`config.mk`:
```
export PLATFORM = sky130hd
export DESIGN_NAME = sts_top
export DESIGN_NICKNAME = d
export VERILOG_FILES = /design/src/hdl/sts_pkg.sv /design/src/hdl/sts_top.sv /design/src/hdl/sts_scaler.sv /design/src/hdl/sts_wdt.sv
export VERILOG_INCLUDE_DIRS = /design/src /design/src/hdl
export SDC_FILE = /design/constraint.sdc
export NUM_CORES = 1
export LEC_CHECK = 0
export BUFFER_PORTS_ARGS = -buffer_cell sky130_fd_sc_hd__buf_2
export CAP_MARGIN = 30
export CORE_MARGIN = 3
export CORE_UTILIZATION = 59
export DETAILED_ROUTE_END_ITERATION = 12
export PLACE_DENSITY = 0.94
export SYNTH_ARGS = -nofsm -noshare
export SYNTH_HDL_FRONTEND = slang
export SYNTH_HIERARCHICAL = 1
export SYNTH_SLANG_ARGS = --single-unit
```
`constraint.sdc`:
```
create_clock -name sys_clk -period 5.8 [get_ports sys_clk]
set_input_delay 0.87 -clock sys_clk [delete_from_list [all_inputs] [get_ports sys_clk]]
set_output_delay 0.87 -clock sys_clk [all_outputs]
set_load 0.01 [all_outputs]
```
`src/hdl/sts_defs.svh`:
```
// Register indices, field positions, reset values and timing counts of the shared scaler
`ifndef STS_DEFS_SVH
`define STS_DEFS_SVH
`define STS_CLK_MHZ 50
`define STS_WDT_BASE_US 18000
`define STS_IDX_TMR 8'h01
`define STS_IDX_INT 8'h0b
`define STS_IDX_CFG 8'h81
`define STS_IDX_STAT 8'h20
`define STS_IDX_MASK 8'h21
`define STS_IDX_WCTL 8'h22
`define STS_CFG_OWN 3
`define STS_CFG_PS_LSB 0
`define STS_CFG_TSE 4
`define STS_CFG_TCS 5
`define STS_INT_TOV 2
`define STS_ST_TOV 0
`define STS_ST_WTO 1
`define STS_WC_EN 0
`define STS_WC_CLR 1
`define STS_CFG_RST 8'hff
`define STS_INT_RST 8'h00
`define STS_TMR_RST 8'h00
`define STS_WCTL_RST 8'h00
`define STS_MASK_RST 8'h00
`define STS_STAT_RST 2'h0
`endif

```
`src/hdl/sts_pkg.sv`:
```
// Shared types of the timer and watchdog scaler block
package sts_pkg;
    typedef logic [7:0] sts_byte_t;
    typedef enum logic {STS_OWN_TIMER, STS_OWN_WDT} sts_owner_e;
endpackage

```
`src/hdl/sts_top.sv`:
```
// Timer count, watchdog and shared scaler with a Wishbone register port
//
// Local design decision: the Wishbone slave port.
`timescale 1ns/1ps
`include "sts_defs.svh"

module sts_top #(
    parameter int WDT_BASE_CYCLES = `STS_WDT_BASE_US * `STS_CLK_MHZ
) (
    input wire logic sys_clk, // System clock, 50 MHz
    input wire logic rst_n, // Synchronous reset, active low
    input wire logic ce, // Clock enable, freezes all state when low
    input wire logic wb_cyc_i, // Bus cycle
    input wire logic wb_stb_i, // Bus strobe
    input wire logic wb_we_i, // Write
    input wire logic [11:0] wb_adr_i, // Byte address
    input wire logic [3:0] wb_sel_i, // Byte enables
    input wire logic [31:0] wb_dat_i, // Write data
    output logic [31:0] wb_dat_o, // Read data
    output logic wb_ack_o, // Acknowledge
    input wire logic timer_ext_clk, // External timer clock pin
    output logic irq_o, // Level interrupt
    output logic wdt_timeout_o // Watchdog expiry pulse
);
    sts_pkg::sts_byte_t tmr_ff, nxt_tmr;
    sts_pkg::sts_byte_t int_ff, nxt_int;
    sts_pkg::sts_byte_t cfg_ff, nxt_cfg;
    sts_pkg::sts_byte_t mask_ff, nxt_mask;
    logic wen_ff, nxt_wen;
    logic [1:0] stat_ff, nxt_stat;
    logic ack_ff, nxt_ack;
    logic [31:0] dat_ff, nxt_dat;
    logic irq_ff, nxt_irq;
    logic wto_ff, nxt_wto;
    logic ext_d_ff;
    logic req, wr;
    logic [7:0] idx;
    logic adr_ok;
    logic wr_tmr, wr_int, wr_cfg, wr_stat, wr_mask, wr_wctl;
    logic [7:0] rd_val;
    sts_pkg::sts_byte_t wdata;
    sts_pkg::sts_owner_e owner;
    logic src_ev, tmr_inc, tov;
    logic wdt_clr, wdt_base_tick, wdt_expire;
    logic scl_inc, scl_clr, scl_tick;
    logic [7:0] scl_cnt;

    assign wb_dat_o = dat_ff;
    assign wb_ack_o = ack_ff;
    assign irq_o = irq_ff;
    assign wdt_timeout_o = wto_ff;

    // Request decode; a write commits on the edge that samples ack
    assign req = wb_cyc_i && wb_stb_i;
    assign wr = req && ack_ff && wb_we_i && wb_sel_i[0];
    assign idx = wb_adr_i[9:2];
    assign adr_ok = (wb_adr_i[11:10] == 2'b00);
    assign wdata = wb_dat_i[7:0];

    // Register select and read mux; scaler count has no slot here
    always_comb begin
        wr_tmr = 1'b0;
        wr_int = 1'b0;
        wr_cfg = 1'b0;
        wr_stat = 1'b0;
        wr_mask = 1'b0;
        wr_wctl = 1'b0;
        rd_val = 8'h00;
        if (!adr_ok) begin
            rd_val = 8'h00;
        end else if (idx == `STS_IDX_TMR) begin
            wr_tmr = wr;
            rd_val = tmr_ff;
        end else if (idx == `STS_IDX_INT) begin
            wr_int = wr;
            rd_val = int_ff;
        end else if (idx == `STS_IDX_CFG) begin
            wr_cfg = wr;
            rd_val = cfg_ff;
        end else if (idx == `STS_IDX_STAT) begin
            wr_stat = wr;
            rd_val = {6'h00, stat_ff};
        end else if (idx == `STS_IDX_MASK) begin
            wr_mask = wr;
            rd_val = mask_ff;
        end else if (idx == `STS_IDX_WCTL) begin
            wr_wctl = wr;
            rd_val = {7'h00, wen_ff};
        end
    end

    // Bus answer one cycle after the request; unmapped reads give zero
    always_comb begin
        nxt_ack = req && !ack_ff;
        nxt_dat = dat_ff;
        if (req && !ack_ff) begin
            nxt_dat = {24'h000000, rd_val};
        end
    end

    // Owner from the assignment bit; both users keep running on a change
    assign owner = cfg_ff[`STS_CFG_OWN] ? sts_pkg::STS_OWN_WDT : sts_pkg::STS_OWN_TIMER;

    // Timer source: every cycle, or chosen edge of the pin
    always_comb begin
        src_ev = 1'b1;
        if (cfg_ff[`STS_CFG_TCS]) begin
            if (cfg_ff[`STS_CFG_TSE]) begin
                src_ev = ext_d_ff && !timer_ext_clk;
            end else begin
                src_ev = !ext_d_ff && timer_ext_clk;
            end
        end
    end

    assign wdt_clr = wr_wctl && wdata[`STS_WC_CLR];

    // Scaler routing; the non-owner bypasses it
    always_comb begin
        if (owner == sts_pkg::STS_OWN_TIMER) begin
            scl_inc = src_ev;
            scl_clr = wr_tmr;
            tmr_inc = scl_tick;
            wdt_expire = wdt_base_tick;
        end else begin
            scl_inc = wdt_base_tick;
            scl_clr = wdt_clr;
            tmr_inc = src_ev;
            wdt_expire = scl_tick;
        end
    end

    sts_scaler #(
        .W(8)
    ) u_scl (
        .sys_clk(sys_clk),
        .rst_n(rst_n),
        .ce(ce),
        .clr(scl_clr),
        .inc(scl_inc),
        .ratio(cfg_ff[`STS_CFG_PS_LSB +: 3]),
        .shift(owner == sts_pkg::STS_OWN_TIMER),
        .tick(scl_tick),
        .cnt(scl_cnt)
    );

    sts_wdt #(
        .BASE_CYCLES(WDT_BASE_CYCLES)
    ) u_wdt (
        .sys_clk(sys_clk),
        .rst_n(rst_n),
        .ce(ce),
        .en(wen_ff),
        .clr(wdt_clr),
        .base_tick(wdt_base_tick)
    );

    // Timer count; a write wins over the increment in the same cycle
    assign tov = tmr_inc && !wr_tmr && (tmr_ff == 8'hff);
    always_comb begin
        nxt_tmr = tmr_ff;
        if (wr_tmr) begin
            nxt_tmr = wdata;
        end else if (tmr_inc) begin
            nxt_tmr = tmr_ff + 8'h01;
        end
    end

    // Control registers; overflow flag set wins over a software clear
    always_comb begin
        nxt_int = wr_int ? wdata : int_ff;
        nxt_int[`STS_INT_TOV] = nxt_int[`STS_INT_TOV] | tov;
        nxt_cfg = wr_cfg ? wdata : cfg_ff;
        nxt_mask = wr_mask ? wdata : mask_ff;
        nxt_wen = wr_wctl ? wdata[`STS_WC_EN] : wen_ff;
    end

    // Sticky status, write one to clear; a new event wins
    always_comb begin
        nxt_stat = stat_ff;
        if (wr_stat) begin
            nxt_stat = stat_ff & ~wdata[1:0];
        end
        nxt_stat[`STS_ST_TOV] = nxt_stat[`STS_ST_TOV] | tov;
        nxt_stat[`STS_ST_WTO] = nxt_stat[`STS_ST_WTO] | wdt_expire;
        nxt_irq = |(stat_ff & mask_ff[1:0]);
        nxt_wto = wdt_expire;
    end

    // Register file and output flops
    always_ff @(posedge sys_clk) begin
        if (!rst_n) begin
            tmr_ff <= `STS_TMR_RST;
            int_ff <= `STS_INT_RST;
            cfg_ff <= `STS_CFG_RST;
            mask_ff <= `STS_MASK_RST;
            wen_ff <= 1'(`STS_WCTL_RST);
            stat_ff <= `STS_STAT_RST;
            ack_ff <= 1'b0;
            dat_ff <= 32'h00000000;
            irq_ff <= 1'b0;
            wto_ff <= 1'b0;
            ext_d_ff <= 1'b0;
        end else if (ce) begin
            tmr_ff <= nxt_tmr;
            int_ff <= nxt_int;
            cfg_ff <= nxt_cfg;
            mask_ff <= nxt_mask;
            wen_ff <= nxt_wen;
            stat_ff <= nxt_stat;
            ack_ff <= nxt_ack;
            dat_ff <= nxt_dat;
            irq_ff <= nxt_irq;
            wto_ff <= nxt_wto;
            ext_d_ff <= timer_ext_clk;
        end
    end
endmodule

```
`src/hdl/sts_scaler.sv`:
```
// Shared 8-bit scaling counter with power-of-two tap select
`timescale 1ns/1ps
`include "sts_defs.svh"
module sts_scaler #(
    parameter int W = 8
) (
    input wire logic sys_clk, // System clock
    input wire logic rst_n, // Synchronous reset, active low
    input wire logic ce, // Clock enable
    input wire logic clr, // Clear the count
    input wire logic inc, // Count event
    input wire logic [2:0] ratio, // Ratio field
    input wire logic shift, // One extra stage for timer use
    output logic tick, // Scaled event
    output logic [W-1:0] cnt // Current count, not software visible
);
    logic [W-1:0] cnt_ff;
    logic [W-1:0] nxt_cnt;
    logic [W-1:0] mask;

    // Tap mask, one stage per bit; 1:1 gives an empty mask
    for (genvar i = 0; i < W; i++) begin : g_mask
        assign mask[i] = (4'(i) < ({1'b0, ratio} + {3'b000, shift}));
    end

    assign tick = inc && !clr && ((cnt_ff & mask) == mask);
    assign cnt = cnt_ff;

    // Free counting keeps every tap exact without a compare
    always_comb begin
        nxt_cnt = cnt_ff;
        if (clr) begin
            nxt_cnt = '0;
        end else if (inc) begin
            nxt_cnt = cnt_ff + 1'b1;
        end
    end

    // Count register
    always_ff @(posedge sys_clk) begin
        if (!rst_n) begin
            cnt_ff <= '0;
        end else if (ce) begin
            cnt_ff <= nxt_cnt;
        end
    end
endmodule

```
`src/hdl/sts_wdt.sv`:
```
// Watchdog base period counter
`timescale 1ns/1ps
`include "sts_defs.svh"
module sts_wdt #(
    parameter int BASE_CYCLES = `STS_WDT_BASE_US * `STS_CLK_MHZ
) (
    input wire logic sys_clk, // System clock
    input wire logic rst_n, // Synchronous reset, active low
    input wire logic ce, // Clock enable
    input wire logic en, // Watchdog running
    input wire logic clr, // Clear instruction
    output logic base_tick // One base period elapsed
);
    localparam int CW = $clog2(BASE_CYCLES + 1);
    logic [CW-1:0] cnt_ff;
    logic [CW-1:0] nxt_cnt;

    assign base_tick = en && !clr && (cnt_ff == CW'(BASE_CYCLES - 1));

    // Disabled watchdog holds at zero so enabling starts a full period
    always_comb begin
        nxt_cnt = cnt_ff + 1'b1;
        if (clr || !en || base_tick) begin
            nxt_cnt = '0;
        end
    end

    // Period counter
    always_ff @(posedge sys_clk) begin
        if (!rst_n) begin
            cnt_ff <= '0;
        end else if (ce) begin
            cnt_ff <= nxt_cnt;
        end
    end
endmodule

```
==> impl_results.html <==
<table>
<tr><th>Metric</th><th>Value</th></tr>
<tr><th colspan="2">Power</th></tr>
<tr><td>Power per Cell Area</td><td>226.9 nW/um^2</td></tr>
<tr><td>LEAKAGE</td><td>about 1.5 nW</td></tr>
<tr><td>Worst voltage drop across the vdd grid</td><td>0.1362 mV</td></tr>
<tr><td>Total power draw</td><td>~1.0 mW</td></tr>
<tr><th colspan="2">Synth</th></tr>
<tr><td>Average size of a mapped cell</td><td>8.260 sq um</td></tr>
<tr><td>Post-synthesis instance total</td><td>500</td></tr>
<tr><td>Ys async rst share</td><td>0</td></tr>
<tr><td>Count of different cell masters after synthesis</td><td>65</td></tr>
<tr><td>Largest area contributor in the netlist</td><td>sky130_fd_sc_hd__dfxtp_1</td></tr>
<tr><td>Portion of synthesized cell area occupied by the leading cell type</td><td>0.3635</td></tr>
<tr><td>Cell Area, Synth</td><td>~4100 sq um</td></tr>
<tr><td>FF+latch count, synth</td><td>between 70 and 80</td></tr>
<tr><td>Largest cells by area after synthesis</td><td>sky130_fd_sc_hd__dfxtp_1 (36%), sky130_fd_sc_hd__nand3_1 (5.5%), sky130_fd_sc_hd__o21ai_0 (5.2%), sky130_fd_sc_hd__buf_4 (4.4%), sky130_fd_sc_hd__a21oi_1 (4.1%)</td></tr>
<tr><td>Top cells by count, synth</td><td>sky130_fd_sc_hd__dfxtp_1 (75), sky130_fd_sc_hd__nand3_1 (45), sky130_fd_sc_hd__o21ai_0 (43)</td></tr>
<tr><td>Part of the Yosys area used for sequential elements</td><td>0.3635</td></tr>
<tr><td>Synth Flop Type</td><td>sky130_fd_sc_hd__dfxtp_1</td></tr>
<tr><td>Most frequent cell after synthesis</td><td>sky130_fd_sc_hd__dfxtp_1</td></tr>
<tr><td>Yosys warning total</td><td>6</td></tr>
<tr><td>Number of enable flip-flop cells after synthesis</td><td>0</td></tr>
<tr><th colspan="2">Floorplanning</th></tr>
<tr><td>IO Count</td><td>90</td></tr>
<tr><td>Horizontal die dimension</td><td>~90 um</td></tr>
<tr><td>Die area</td><td>slightly above 8000 sq um</td></tr>
<tr><td>Row cnt</td><td>29</td></tr>
<tr><td>Area of the placeable core</td><td>6568 sq um</td></tr>
<tr><td>Vert. Die Dim</td><td>89.67 um</td></tr>
<tr><td>Initial standard-cell utilization of the core</td><td>0.6289</td></tr>
<tr><th colspan="2">Timing</th></tr>
<tr><td>Number of pins with negative max-slew slack in the final report</td><td>0</td></tr>
<tr><td>Setup violations, final</td><td>0</td></tr>
<tr><td>RSZ-0062 raised after global routing</td><td>no</td></tr>
<tr><td>Highest achievable clock rate</td><td>238.5 MHz</td></tr>
<tr><td>TNS Setup</td><td>0 ps</td></tr>
<tr><td>Number of failing hold endpoints at the final stage</td><td>0</td></tr>
<tr><td>Worst clock skew</td><td>~8.7 ps</td></tr>
<tr><td>Fraction of the cycle the final worst path needs</td><td>0.7229</td></tr>
<tr><td>Tmin final</td><td>between 4000 and 5000 ps</td></tr>
<tr><td>Actual slew at the worst max-slew pin</td><td>931.4 ps</td></tr>
<tr><td>Normalized max-slew margin</td><td>0.3734</td></tr>
<tr><td>Hold_ws</td><td>roughly 450 ps</td></tr>
<tr><th colspan="2">Critical path</th></tr>
<tr><td>Maximum fanout along the worst path</td><td>11</td></tr>
<tr><td>Worst reg2reg path endpoint</td><td>tmr_ff[7]</td></tr>
<tr><td>Worst setup EP type</td><td>register</td></tr>
<tr><td>Slack of the worst reg-to-reg path</td><td>2110 ps</td></tr>
<tr><td>Worst r2r src</td><td>u_wdt/cnt_ff[2]</td></tr>
<tr><td>Worst Path Arrival</td><td>4400 ps</td></tr>
<tr><td>Crit Path Category</td><td>in2reg</td></tr>
<tr><td>Depth of the worst register-to-register path</td><td>14</td></tr>
<tr><td>Setup crit start kind</td><td>input pin</td></tr>
<tr><td>Critical path data required time</td><td>6010 ps</td></tr>
<tr><th colspan="2">Final layout</th></tr>
<tr><td>Fin cells</td><td>between 600 and 700</td></tr>
<tr><td>Net total in the final layout</td><td>584</td></tr>
<tr><td>Count of inserted antenna diode cells</td><td>0</td></tr>
<tr><td>Layout Area Growth over Synthesis</td><td>8.361%</td></tr>
<tr><td>Fraction of final layout cells with drive strength greater than 1</td><td>0.1439</td></tr>
<tr><td>Finished Cell Area</td><td>4476 sq um</td></tr>
<tr><th colspan="2">GRT</th></tr>
<tr><td>Pin count of the biggest net entering global routing</td><td>27</td></tr>
<tr><td>Antenna violations before repair</td><td>0</td></tr>
<tr><td>Overall overflow remaining after global route</td><td>0</td></tr>
<tr><td>Number of global-route vias before repair</td><td>around 3.5k</td></tr>
<tr><td>First-pass GRT wire length</td><td>16,420 um</td></tr>
<tr><td>All-layer global routing usage</td><td>0.2605</td></tr>
<tr><th colspan="2">Clock tree</th></tr>
<tr><td>Number of buffers added by the clock tree synthesis step</td><td>9</td></tr>
<tr><td>Clk pin slew, worst setup/hold paths</td><td>80 ps</td></tr>
<tr><td>Post-CTS Hold Fix Bufs</td><td>0</td></tr>
<tr><td>CTS sink count</td><td>75</td></tr>
<tr><td>Maximum clock path buffer count</td><td>2</td></tr>
<tr><td>Total setup buffers inserted after CTS</td><td>0</td></tr>
<tr><td>Clock tree from TritonCTS</td><td>yes</td></tr>
<tr><td>Post-CTS Resized</td><td>0</td></tr>
<tr><td>Total number of H-tree levels</td><td>3</td></tr>
<tr><td>Clock latency on the worst-skew pair</td><td>~350 ps</td></tr>
<tr><td>Clock tree root buffer cell</td><td>sky130_fd_sc_hd__clkbuf_8</td></tr>
<tr><th colspan="2">Drt</th></tr>
<tr><td>Total Routed Length</td><td>10,130 um</td></tr>
<tr><td>Starting DRT DRC Count</td><td>414</td></tr>
<tr><td>Detailed-route via count</td><td>3,966</td></tr>
<tr><td>Number of DRC violations after detailed routing</td><td>0</td></tr>
<tr><td>Routed length per placed instance</td><td>16.31 um</td></tr>
<tr><td>Residual antenna-violating net count after detailed routing</td><td>0</td></tr>
<tr><td>Number of detailed-route iterations in the first pass</td><td>5</td></tr>
<tr><td>Average via count per standard cell</td><td>around 6.4</td></tr>
<tr><th colspan="2">Hold path</th></tr>
<tr><td>Worst hold stages</td><td>2</td></tr>
<tr><td>Hold_sp</td><td>wb_dat_o[5]</td></tr>
<tr><td>Tightest Hold Check Type</td><td>reg2reg</td></tr>
<tr><td>Worst Hold Endpoint</td><td>wb_dat_o[5]</td></tr>
<tr><th colspan="2">Status</th></tr>
<tr><td>Status</td><td>completed</td></tr>
<tr><th colspan="2">Placement</th></tr>
<tr><td>HPWL reported at the end of detailed placement</td><td>7141 um</td></tr>
<tr><td>Placed Cells</td><td>604</td></tr>
<tr><td>Post-DP Area</td><td>4249 sq um</td></tr>
<tr><td>Final weighted congestion of routability-driven global placement</td><td>roughly 0.95</td></tr>
<tr><td>Number of port buffers</td><td>36</td></tr>
<tr><th colspan="2">Flow run</th></tr>
<tr><td>MaxCap Viol Count</td><td>0</td></tr>
</table>
through the flow:
| stage | utilization | setup slack (ps) |
|---|---|---|
| final | 0.6815 | 1607 |
| after CTS | 0.6796 | 1687 |
| after floorplan | - | 1956 |
| after global routing | 0.6815 | 1468 |
| after detailed placement | 0.6470 | 1338 |
| after global placement | 0.6441 | 1385 |
how the worst max path moves through the flow:
stage / start / end / slack (ps) / cells past startpoint
6_report: wb_adr_i[4] / tmr_ff[6] / 1610 / 12
5_1_grt: wb_adr_i[4] / tmr_ff[6] / 1470 / 12
4_1_cts: wb_adr_i[4] / tmr_ff[6] / 1690 / 12
3_5_place_dp: wb_adr_i[4] / tmr_ff[6] / 1340 / 12
3_3_place_gp: wb_adr_i[4] / tmr_ff[6] / 1380 / 12
2_1_floorplan: wb_adr_i[5] / tmr_ff[6] / 1960 / 16
sequential cells by signal (all words and copies together), names as in the netlist:
signal         flops
u_wdt/cnt_ff      20
cfg_ff             8
int_ff             8
mask_ff            8
tmr_ff             8
u_scl/cnt          8
wb_dat_o           8
stat_ff            2
ext_d_ff           1
irq_o              1
wb_ack_o           1
wdt_timeout_o      1
wen_ff             1
where the power goes:
group	switching, mW	internal (mW)	leakage [nW]	total (mW)
Sequential	0.00238	0.516	0.605	0.519
Clock	0.198	0.241	0.106	0.439
Combinational	0.0408	0.0163	0.837	0.0571
cell usage in the layout (no fill, tap or decap), types with 4 or more instances in the layout:
cell type,netlist,routed
sky130_fd_sc_hd__dfxtp_1,75,75
sky130_fd_sc_hd__nand3_1,45,45
sky130_fd_sc_hd__o21ai_0,43,43
sky130_fd_sc_hd__buf_2,6,36
sky130_fd_sc_hd__a21oi_1,34,34
sky130_fd_sc_hd__nand2_1,32,32
sky130_fd_sc_hd__nor2_1,24,24
sky130_fd_sc_hd__conb_1,1,24
sky130_fd_sc_hd__inv_1,17,17
sky130_fd_sc_hd__nor3_1,14,13
sky130_fd_sc_hd__mux2i_1,12,12
sky130_fd_sc_hd__xnor2_1,12,12
sky130_fd_sc_hd__nor4_1,9,9
sky130_fd_sc_hd__clkbuf_8,0,9
sky130_fd_sc_hd__or4_1,8,8
sky130_fd_sc_hd__or3_1,8,8
sky130_fd_sc_hd__a221oi_1,8,8
sky130_fd_sc_hd__o221ai_1,7,7
sky130_fd_sc_hd__xor2_1,6,6
sky130_fd_sc_hd__o32ai_1,6,6
sky130_fd_sc_hd__nand2b_1,5,5
sky130_fd_sc_hd__o21a_1,5,5
sky130_fd_sc_hd__nand4_1,5,5
sky130_fd_sc_hd__ha_1,5,5
sky130_fd_sc_hd__a22oi_1,5,5
sky130_fd_sc_hd__a31oi_1,4,4
sky130_fd_sc_hd__nor2b_1,4,4
routing by layer:
metal	routed length (um)	vias up	GRT usage
met5	0	-	0
met4	246	0	0.1069
met3	933	30	0.05566
met2	4789	230	0.4189
met1	4160	1849	0.3393
li1	-	1857	-
cells by family (layout without fill, tap and decap cells):
group | Yosys count | count (layout) | share of synthesized area
simple gates | 184 | 184 | 0.2524
buf+inv | 70 | 75 | 0.09088
flops | 75 | 75 | 0.3635
mux | 13 | 13 | 0.03181
xor+xnor | 18 | 18 | 0.03817
compound gates | 134 | 134 | 0.2072
other cells | 1 | 24 | 0.0009079
fa+ha+maj | 5 | 5 | 0.01515
critical path, cell delays in order:
cell,delay (ps)
sky130_fd_sc_hd__buf_2,110
sky130_fd_sc_hd__or4b_1,730
sky130_fd_sc_hd__nor4_1,840
sky130_fd_sc_hd__mux2_2,380
sky130_fd_sc_hd__nor2b_1,90
sky130_fd_sc_hd__o21ai_0,90
sky130_fd_sc_hd__a211oi_1,70
sky130_fd_sc_hd__o21a_1,120
sky130_fd_sc_hd__or2_2,280
sky130_fd_sc_hd__o31a_1,210
sky130_fd_sc_hd__o211ai_1,450
sky130_fd_sc_hd__o32ai_1,170
cell type report:
class,count,area [sq um]
clock buffers,9,123.9
clock inverters,6,90.09
fillers,501,2092
inverters,18,67.56
multi-input cells,378,2350
flip-flops and latches,75,1501
well taps,93,116.4
repair buffers,42,226.5
(Power assumes the default switching activity.)
